<file path="src/inc/ahbsp_pkg.sv">
package ahbsp_pkg;
  localparam int unsigned AHBSP_DATA_W = 8;
  localparam int unsigned AHBSP_SEL_W = 5;
  // Recovery: select recognised no earlier than three periods after ack edge
  localparam logic [2:0] AHBSP_RECOVER_CYC = 3'h3;
  // Wait between vector drive and acknowledge
  localparam logic [2:0] AHBSP_VEC_SETUP_CYC = 3'h1;
  // Reset value of the captured register select
  localparam logic [4:0] AHBSP_SEL_RST = 5'h00;
  localparam logic [7:0] AHBSP_DATA_RST = 8'h00;
endpackage

</file>
<file path="src/inc/ahbsp_if.sv">
`timescale 1ns/1ps
interface ahbsp_if;
  logic select_n;
  logic rd_wr;
  logic [4:0] reg_select;
  logic port_vector_ack_n;
  logic timer_vector_ack_n;
  logic [7:0] data_m;
  logic data_m_oe;
  logic [7:0] data_s;
  logic data_s_oe;
  logic transfer_ack_n;
  logic transfer_ack_oe;
  modport dev (
    input select_n, rd_wr, reg_select, port_vector_ack_n, timer_vector_ack_n, data_m, data_m_oe,
    output data_s, data_s_oe, transfer_ack_n, transfer_ack_oe
  );
  modport mst (
    output select_n, rd_wr, reg_select, port_vector_ack_n, timer_vector_ack_n, data_m, data_m_oe,
    input data_s, data_s_oe, transfer_ack_n, transfer_ack_oe
  );
endinterface

</file>
<file path="src/core/ahbsp_dev.sv">
`timescale 1ns/1ps
// Contract
// RL1: Master keeps device clock running always.
// RL2: Select, rw, selects, data, ack carry accesses.
// RL3: Vector strobes replace select, ignore selects.
// RL4: Master asserts at most one strobe.
// RL5: Capture selects and rw on select.
// RL6: Master never aborts cycles to device.
// RL7: Ignore select until three periods after ack.
// RL8: Select latch transparent while ready.
// RL9: Drive data buffers soon after select.
// RL10: Sample select, ack next edge.
// RL11: Read data held while select asserted.
// RL12: Four-cycle access, vector one more.
// RL13: Master holds inputs until ack seen.
// RL14: Select rise drives ack high, releases.
// RL15: Capture write data on select.
// RL16: Vector strobes pick port or timer vector.
// RL17: Vector: sync, drive, then ack.
// RL18: Vector negation drives ack high, releases.
// RL19: Master holds strobe until ack low.
module ahbsp_dev #(
  parameter int unsigned DATA_W = ahbsp_pkg::AHBSP_DATA_W
) (
  // Clock and reset
  input wire logic clk_i,
  input wire logic rst_i,
  // Bus
  ahbsp_if.dev bus,
  // Register file side
  output logic [4:0] reg_addr_o,
  output logic [7:0] wr_data_o,
  output logic wr_stb_o,
  output logic rd_stb_o,
  input wire logic [7:0] rd_data_i,
  input wire logic [7:0] port_vector_i,
  input wire logic [7:0] timer_vector_i,
  output logic port_iack_o,
  output logic timer_iack_o
);
  import ahbsp_pkg::*;
  // Data path is byte wide only
  if (DATA_W != 8) begin : g_width_check
    $error("data width must be 8");
  end
  // Saturating step of the recovery counter
  function automatic logic [2:0] count_down(input logic [2:0] cnt);
    logic [2:0] nxt;
    nxt = cnt;
    if (cnt != 3'h0) begin
      nxt = cnt - 3'h1;
    end
    return nxt;
  endfunction
  // One decode for both vector strobes
  function automatic logic vec_active(input logic port_n, input logic timer_n);
    return !port_n || !timer_n;
  endfunction
  // Register read decode, shared by data latch and strobe
  function automatic logic reg_read(input logic is_vec, input logic rw);
    return !is_vec && rw;
  endfunction
  // Register write decode
  function automatic logic reg_write(input logic is_vec, input logic rw);
    return !is_vec && !rw;
  endfunction
  // One-hot codes; a stray code falls back to idle
  typedef enum logic [5:0] {
    ST_IDLE = 6'h01,
    ST_SYNC = 6'h02,
    ST_VEC = 6'h04,
    ST_ACK = 6'h08,
    ST_RLS = 6'h10,
    ST_RECOV = 6'h20
  } ahbsp_st_t;
  // Whole state in one register, copied and updated each cycle
  typedef struct packed {
    ahbsp_st_t st;
    logic [4:0] sel;
    logic rw;
    logic [7:0] wdat;
    logic [7:0] rdat;
    logic drive;
    logic ack;
    logic ack_oe;
    logic [2:0] cnt;
    logic is_vec;
    logic timer;
    logic wr_stb;
    logic rd_stb;
    logic port_iack;
    logic timer_iack;
  } ahbsp_state_t;
  // Ack held negated in reset so the line never reads asserted
  localparam ahbsp_state_t STATE_RST = '{
    st: ST_IDLE,
    sel: AHBSP_SEL_RST,
    rw: 1'b1,
    wdat: AHBSP_DATA_RST,
    rdat: AHBSP_DATA_RST,
    drive: 1'b0,
    ack: 1'b1,
    ack_oe: 1'b0,
    cnt: 3'h0,
    is_vec: 1'b0,
    timer: 1'b0,
    wr_stb: 1'b0,
    rd_stb: 1'b0,
    port_iack: 1'b0,
    timer_iack: 1'b0
  };
  ahbsp_state_t s_q, s_d;
  logic any_strobe;
  logic drive_phase;
  // Any of the three strobes marks a live cycle
  assign any_strobe = !bus.select_n || vec_active(bus.port_vector_ack_n, bus.timer_vector_ack_n);
  // Buffers only between recognition and strobe negation
  assign drive_phase = s_q.st == ST_RLS || s_q.st == ST_ACK;
  // Next state; the four strobe fields clear each cycle, every other field holds unless a state says otherwise
  always_comb begin
    s_d = s_q;
    s_d.wr_stb = 1'b0;
    s_d.rd_stb = 1'b0;
    s_d.port_iack = 1'b0;
    s_d.timer_iack = 1'b0;
    unique case (s_q.st)
      ST_IDLE: begin
        // Transparent latch while ready; inputs held stable by master [RL8] [RL13]
        s_d.sel = bus.reg_select;
        s_d.rw = bus.rd_wr;
        s_d.wdat = bus.data_m;
        s_d.ack_oe = 1'b0;
        if (!bus.select_n) begin
          // Capture on recognition of select [RL5] [RL15] [RL10]
          s_d.is_vec = 1'b0;
          s_d.st = ST_ACK;
          s_d.drive = bus.rd_wr; // [RL9]
        end else if (vec_active(bus.port_vector_ack_n, bus.timer_vector_ack_n)) begin
          // Selects ignored, vector register chosen [RL3] [RL16]
          s_d.is_vec = 1'b1;
          s_d.timer = !bus.timer_vector_ack_n;
          s_d.st = ST_VEC;
        end
      end
      ST_VEC: begin
        // One clock after recognition the vector goes out [RL17] [RL12]
        s_d.rdat = s_q.timer ? timer_vector_i : port_vector_i;
        s_d.drive = 1'b1;
        s_d.st = ST_ACK;
      end
      ST_ACK: begin
        // Ack low with read data latched together [RL10] [RL11] [RL17]
        if (reg_read(s_q.is_vec, s_q.rw)) begin
          s_d.rdat = rd_data_i;
        end
        s_d.ack = 1'b0;
        s_d.ack_oe = 1'b1;
        s_d.wr_stb = reg_write(s_q.is_vec, s_q.rw);
        s_d.rd_stb = reg_read(s_q.is_vec, s_q.rw);
        // Recovery counts from the ack edge, so a slow negation costs nothing extra [RL7]
        s_d.cnt = AHBSP_RECOVER_CYC - 3'h1;
        s_d.st = ST_RLS;
      end
      ST_RLS: begin
        s_d.cnt = count_down(s_q.cnt);
        if (!any_strobe) begin
          // Negated strobe: release data, pull ack high [RL14] [RL18]
          s_d.ack = 1'b1;
          s_d.drive = 1'b0;
          s_d.port_iack = s_q.is_vec && !s_q.timer;
          s_d.timer_iack = s_q.is_vec && s_q.timer;
          s_d.st = ST_RECOV;
        end
      end
      ST_RECOV: begin
        // Pull-up phase ends, then three-state; re-select ignored [RL7] [RL14]
        s_d.ack_oe = 1'b0;
        s_d.cnt = count_down(s_q.cnt);
        // Idle one edge early so a strobe lands on the third period [RL12]
        if (s_q.cnt <= 3'h1) begin
          s_d.st = ST_IDLE;
        end
      end
      default: begin
        s_d.st = ST_IDLE;
      end
    endcase
  end
  // Synchronous reset; bus pins are taken as already in this clock
  always_ff @(posedge clk_i) begin
    if (rst_i) begin
      s_q <= STATE_RST;
    end else begin
      s_q <= s_d;
    end
  end
  // Buffers driven only in the selected phase [RL2] [RL9]
  assign bus.data_s = s_q.rdat;
  assign bus.data_s_oe = s_q.drive && drive_phase && any_strobe;
  assign bus.transfer_ack_n = s_q.ack;
  assign bus.transfer_ack_oe = s_q.ack_oe;
  // Register file side
  assign reg_addr_o = s_q.sel;
  assign wr_data_o = s_q.wdat;
  assign wr_stb_o = s_q.wr_stb;
  assign rd_stb_o = s_q.rd_stb;
  assign port_iack_o = s_q.port_iack;
  assign timer_iack_o = s_q.timer_iack;
endmodule

</file>
<file path="src/flat_wrapper.sv">
// flat-port wrapper written by rule: the top's interface ports become plain ports
module ahbsp_dev_flat import ahbsp_pkg::*;
#(
  parameter int unsigned DATA_W = ahbsp_pkg::AHBSP_DATA_W
)
  (clk_i, rst_i, reg_addr_o, wr_data_o, wr_stb_o, rd_stb_o, rd_data_i, port_vector_i, timer_vector_i, port_iack_o, timer_iack_o, bus_select_n, bus_rd_wr, bus_reg_select, bus_port_vector_ack_n, bus_timer_vector_ack_n, bus_data_m, bus_data_m_oe, bus_data_s, bus_data_s_oe, bus_transfer_ack_n, bus_transfer_ack_oe);
  ahbsp_if bus_i ();
  input wire logic clk_i;
  input wire logic rst_i;
  output logic [4:0] reg_addr_o;
  output logic [7:0] wr_data_o;
  output logic wr_stb_o;
  output logic rd_stb_o;
  input wire logic [7:0] rd_data_i;
  input wire logic [7:0] port_vector_i;
  input wire logic [7:0] timer_vector_i;
  output logic port_iack_o;
  output logic timer_iack_o;
  input wire logic [$bits(bus_i.select_n)-1:0] bus_select_n;
  input wire logic [$bits(bus_i.rd_wr)-1:0] bus_rd_wr;
  input wire logic [$bits(bus_i.reg_select)-1:0] bus_reg_select;
  input wire logic [$bits(bus_i.port_vector_ack_n)-1:0] bus_port_vector_ack_n;
  input wire logic [$bits(bus_i.timer_vector_ack_n)-1:0] bus_timer_vector_ack_n;
  input wire logic [$bits(bus_i.data_m)-1:0] bus_data_m;
  input wire logic [$bits(bus_i.data_m_oe)-1:0] bus_data_m_oe;
  output wire logic [$bits(bus_i.data_s)-1:0] bus_data_s;
  output wire logic [$bits(bus_i.data_s_oe)-1:0] bus_data_s_oe;
  output wire logic [$bits(bus_i.transfer_ack_n)-1:0] bus_transfer_ack_n;
  output wire logic [$bits(bus_i.transfer_ack_oe)-1:0] bus_transfer_ack_oe;
  assign bus_i.select_n = bus_select_n;
  assign bus_i.rd_wr = bus_rd_wr;
  assign bus_i.reg_select = bus_reg_select;
  assign bus_i.port_vector_ack_n = bus_port_vector_ack_n;
  assign bus_i.timer_vector_ack_n = bus_timer_vector_ack_n;
  assign bus_i.data_m = bus_data_m;
  assign bus_i.data_m_oe = bus_data_m_oe;
  assign bus_data_s = bus_i.data_s;
  assign bus_data_s_oe = bus_i.data_s_oe;
  assign bus_transfer_ack_n = bus_i.transfer_ack_n;
  assign bus_transfer_ack_oe = bus_i.transfer_ack_oe;
  ahbsp_dev #(.DATA_W(DATA_W)) u_core (.clk_i(clk_i), .rst_i(rst_i), .bus(bus_i), .reg_addr_o(reg_addr_o), .wr_data_o(wr_data_o), .wr_stb_o(wr_stb_o), .rd_stb_o(rd_stb_o), .rd_data_i(rd_data_i), .port_vector_i(port_vector_i), .timer_vector_i(timer_vector_i), .port_iack_o(port_iack_o), .timer_iack_o(timer_iack_o));
endmodule
</file>
<file path="config.mk">
export PLATFORM = sky130hd
export DESIGN_NAME = ahbsp_dev_flat
export DESIGN_NICKNAME = d
export VERILOG_FILES = /design/src/inc/ahbsp_pkg.sv /design/src/inc/ahbsp_if.sv /design/src/core/ahbsp_dev.sv /design/src/flat_wrapper.sv
export SDC_FILE = /design/constraint.sdc
export NUM_CORES = 1
export LEC_CHECK = 0
export BUFFER_PORTS_ARGS = -buffer_cell sky130_fd_sc_hd__buf_2
export CAP_MARGIN = 20
export CELL_PAD_IN_SITES_DETAIL_PLACEMENT = 0
export CELL_PAD_IN_SITES_GLOBAL_PLACEMENT = 1
export CORE_MARGIN = 3
export CORE_UTILIZATION = 37
export CTS_BUF_LIST = sky130_fd_sc_hd__clkbuf_16
export DETAILED_ROUTE_END_ITERATION = 10
export PLACE_DENSITY_LB_ADDON = 0.1
export SLEW_MARGIN = 0
export SYNTH_ARGS = -nofsm -noshare
export SYNTH_HDL_FRONTEND = slang
export SYNTH_SLANG_ARGS = --single-unit
</file>
<file path="constraint.sdc">
create_clock -name clk_i -period 2.87 [get_ports clk_i]
set_input_delay 0.1435 -clock clk_i [delete_from_list [all_inputs] [get_ports clk_i]]
set_output_delay 0.1435 -clock clk_i [all_outputs]
set_load 0.01 [all_outputs]
</file>
==> flow_results.org <==
** Power
- Lkg Pwr :: 0.977 nW
- The share of total power dissipated in sequential elements is 0.416.
- Switching share of power :: 0.267
- For this design the ratio of total power to cell area is 666 nW/um^2.
- The completed layout was analyzed and its total power is 1.52 mW.
- The internal power of the cells totals 1.11 mW.
- Net switching power of the design :: 0.406 mW
- The share of total power dissipated in combinational logic is 0.181.
- Across the VDD grid, the largest voltage drop is 0.431 mV.
- The share of total power dissipated in the clock network is 0.403.

** Detailed routing
- Drt initial violations :: 54
- The detail route stage leaves a number of antenna-violating nets equal to 0.
- Total routed wirelength :: 4.24 mm
- Detailed Routing Iterations Pass 1 :: 4
- The final route contains 1593 vias.
- Dividing the detail-routed wire length by the instance count gives 12.8 um.
- Dividing the detail-routed via count by the number of cells gives 4.80.
- After detailed routing, the number of remaining DRC violations is 0.

** Synthesis
- Synth unique cells :: 41
- Counting every net in the synthesized netlist gives 264.
- In this run the cell area of the synthesized design comes to 1880 sq um.
- Number of enable-type register cells in the synthesized netlist :: 0
- Of all flip-flops after synthesis, the portion carrying an async set or reset was 0.
- The most used flip-flop cell after synthesis is sky130_fd_sc_hd__dfxtp_1.
- Portion of the post-synthesis area used by sequential elements :: 0.415
- Number of storage elements in the synthesis netlist :: 39
- The cell count after synthesis came out at 218.
- During synthesis, Yosys emitted a total of 0 warnings.
- Dividing the synthesized area by the synthesized cell count gives 8.63 sq um.

** STA
- Setup violations remaining at the end of the flow were counted as 0.
- Setup repair after global routing left no endpoint under its margin.
- Final count of pins violating max slew :: 0
- Dividing the final minimum period by the clock period gives 0.672.
- Final critical delay including setup and external delays :: 1.93 ns
- Setup total negative slack on the finished layout was measured at 0 ns.
- The worst pin sits at a relative slew slack of 0.586.
- Maximum frequency from static timing analysis :: 519 MHz
- Clock Skew :: 0.00303 ns
- For the pin with the worst max-slew slack, the measured transition is 0.620 ns.
- Number of hold violations in the final report :: 0

** Die
- The core region is 4820 sq um.
- Initial core utilization :: 0.391
- Floorplan die width :: 77.3 um
- The initialized floorplan defines 25 standard-cell rows.
- The die covers 5980 sq um.
- Count of boundary I/O pins :: 72
- The die is 77.3 um tall.

** Critical path
- For this run, the slowest stage of the critical path takes 0.43 ns.
- In this run the critical register-to-register path is captured at u_core.s_q[11].
- The worst setup path is of the register to output port kind.
- Worst R2R Setup Slack :: 1.02 ns
- The worst setup path is launched from a register.
- Critical path peak fanout :: 11
- For this design, the slowest cell found on the critical path is sky130_fd_sc_hd__dfxtp_1.
- Data on the critical path arrives at its endpoint at 1.78 ns.
- Startpoint of the worst-slack reg-to-reg timing path :: u_core.s_q[37]
- Required time of the worst setup path :: 2.73 ns
- The worst register-to-register path has a depth of 4.
- The worst setup path is captured at an output port.
- Critical path, cell by cell :: nor4_1 -> buf_4 -> nand2_1 -> a21oi_1 -> buf_2

** Min path
- The worst hold path was traced through 2 stages.
- Hold/Removal Path Class :: primary input to register
- Hold Path Sink :: u_core.s_q[4]
- In this run the most critical hold path is launched from bus_timer_vector_ack_n.

** GRT
- For this run, global-route usage on met2 was measured as 0.227.
- Global Route Usage Sum :: 0.146
- Entering global routing, the biggest net connects 33 pins.
- The via count of the first global-routing pass was 1498.
- Most Crowded Layer GR :: met2
- The total overflow left after global routing is 0.
- Global-route track usage on met3 :: 0.0458
- Wire length of the first global-routing pass :: 7.02 mm
- For this run, global-route usage on met1 was measured as 0.195.
- Number of antenna violations at the first check in global routing :: 0

** Clock network
- The tree is rooted in a sky130_fd_sc_hd__clkbuf_16.
- Clock sink total :: 39
- TritonCTS built the clock tree.
- Deepest level of the CTS H-tree :: 2
- In this run, CTS created clock tree buffers numbering 5.
- The number of hold buffers added after CTS was 0.
- Clock transition at the registers of the reported paths :: 0.06 ns
- The number of setup buffers added after CTS is 0.
- Clock tree buffer depth :: 2
- Post-CTS repair changed the size of 0 cells.
- The clock reaches the later pin of the worst-skew pair after 0.28 ns.

** Finish
- At the end of the flow, the number of nets in the layout was 310.
- From synthesis to final layout, the design area changed by 21.4%.
- Post-route non-filler standard cell count :: 332
- Antenna cell count :: 0
- Of the cells placed in the final design, the portion with a size suffix greater than 1 is 0.325.

** Place
- Count of input and output buffers :: 70
- DP Wirelength :: 2.99 mm
- Cell count after placement :: 324
- At the end of routability-driven placement, the weighted congestion stood at 0.721.

** Run status
- Status :: finished clean

** Run
- The tool flagged a number of max-cap violations equal to 0.
==> power by group through the flow <==
stage | clock (mW) | combinational [mW] | sequential, mW
after floorplan | 0 | 0.235 | 0.623
after global placement | 0 | 0.280 | 0.644
after detailed placement | 0 | 0.280 | 0.644
after CTS | 0.628 | 0.280 | 0.632
after global routing | 0.648 | 0.310 | 0.641
final | 0.613 | 0.275 | 0.632
==> cells in the mapped netlist (2+ instances only) <==
cell                        count  share of area
sky130_fd_sc_hd__o21a_1         2         0.0080
sky130_fd_sc_hd__clkbuf_1       5          0.010
sky130_fd_sc_hd__dfxtp_1       39           0.41
sky130_fd_sc_hd__nor2b_1        3          0.010
sky130_fd_sc_hd__mux2i_1        8          0.043
sky130_fd_sc_hd__nand3_1        5          0.013
sky130_fd_sc_hd__nor4_1         3          0.010
sky130_fd_sc_hd__and4b_1        2          0.011
sky130_fd_sc_hd__or3_4          2          0.012
sky130_fd_sc_hd__a21oi_1       36          0.096
sky130_fd_sc_hd__nor3_1         5          0.013
sky130_fd_sc_hd__and2_1         2         0.0066
sky130_fd_sc_hd__nor3b_1        2         0.0080
sky130_fd_sc_hd__buf_2          5          0.013
sky130_fd_sc_hd__buf_4         22          0.088
sky130_fd_sc_hd__inv_1          4         0.0080
sky130_fd_sc_hd__nand2_1       33          0.066
sky130_fd_sc_hd__or3_1          2         0.0066
sky130_fd_sc_hd__ha_1           2          0.013
sky130_fd_sc_hd__xnor2_1        2         0.0093
sky130_fd_sc_hd__o2bb2ai_1      8          0.037
sky130_fd_sc_hd__nor2_1         6          0.012
sky130_fd_sc_hd__or2_0          2         0.0066
==> worst max-delay path: cells and delay by family (launching register included) <==
kind	cells	cell delay, ns
AO/OA/AOI/OAI	1	0.22
AND/OR/NAND/NOR	2	0.49
buffers and inverters	2	0.36
flip-flops	1	0.43
==> per-layer routing <==
metal,wire length [um],part of all wire,vias up
met5,0,0,-
met4,19,0.0045,0
met3,265,0.063,2
met2,1870,0.44,55
met1,2090,0.49,706
li1,-,-,830
==> state kept, by name, indices dropped and copies added (netlist names) <==
register                    flops
u_core.rd_stb_o                 1
u_core.bus.data_s               8
u_core.bus.transfer_ack_oe      1
u_core.reg_addr_o               5
u_core.wr_data_o                8
u_core.port_iack_o              1
u_core.wr_stb_o                 1
u_core.bus.transfer_ack_n       1
u_core.timer_iack_o             1
u_core.s_q                     12
==> through the flow <==
| step | setup slack [ns] | area [sq um] | util | hold slack (ns) |
|---|---|---|---|---|
| 2_1_floorplan | 1.28 | 1880 | - | 0.246 |
| 3_3_place_gp | 1.03 | 2120 | 0.440 | 0.372 |
| 3_5_place_dp | 1.01 | 2120 | 0.440 | 0.364 |
| 4_1_cts | 0.904 | 2280 | 0.474 | 0.0683 |
| 5_1_grt | 0.815 | 2280 | 0.474 | 0.0757 |
| 6_report | 0.943 | 2280 | 0.474 | 0.0762 |
==> final cells by class <==
cell class              instances  area, sq um
clock buffers                   5          125
clock inverters                 3         38.8
fillers                       521         2530
inverters                       4         15.0
multi-input cells             141          868
flip-flops and latches         39          781
well taps                      67         83.8
repair buffers                 73          373
==> worst max path at each step <==
stage,startpoint,to,slack (ns),cells after the start
2_1_floorplan,u_core.s_q[37],u_core.s_q[34],1.28,5
3_3_place_gp,u_core.s_q[37],u_core.s_q[11],1.03,4
3_5_place_dp,u_core.s_q[37],u_core.s_q[11],1.01,4
4_1_cts,u_core.s_q[38],bus_data_s_oe,0.90,5
5_1_grt,u_core.s_q[38],bus_data_s_oe,0.81,5
6_report,u_core.s_q[38],bus_data_s_oe,0.94,5
==> kinds of logic (layout without fill, tap and decap cells) <==
logic type	Yosys count	in the layout	share of synthesized area
adders and majority gates	2	2	0.0133
buffers and inverters	38	85	0.124
DFF	39	39	0.415
xor gates and xnor gates	2	2	0.00931
AOI/OAI and AO/OA	53	53	0.168
muxes	8	8	0.0426
and+or+nand+nor	76	76	0.229
==> cell usage in the layout (no fill, tap or decap), types with 2 or more instances in the layout <==
master,count
sky130_fd_sc_hd__mux2i_1,8
sky130_fd_sc_hd__ha_1,2
sky130_fd_sc_hd__or3_4,2
sky130_fd_sc_hd__o2bb2ai_1,8
sky130_fd_sc_hd__a21oi_1,36
sky130_fd_sc_hd__buf_2,70
sky130_fd_sc_hd__o21a_1,2
sky130_fd_sc_hd__nand3_1,5
sky130_fd_sc_hd__nor2b_1,3
sky130_fd_sc_hd__or3_1,2
sky130_fd_sc_hd__xnor2_1,2
sky130_fd_sc_hd__inv_1,4
sky130_fd_sc_hd__nor3b_1,2
sky130_fd_sc_hd__or2_0,2
sky130_fd_sc_hd__nor2_1,6
sky130_fd_sc_hd__nand2_1,33
sky130_fd_sc_hd__nor3_1,5
sky130_fd_sc_hd__clkbuf_16,5
sky130_fd_sc_hd__and2_1,2
sky130_fd_sc_hd__and4b_1,2
sky130_fd_sc_hd__buf_4,3
sky130_fd_sc_hd__nor4_1,3
sky130_fd_sc_hd__dfxtp_1,39
Note: power is estimated with default switching activity, not from simulation.
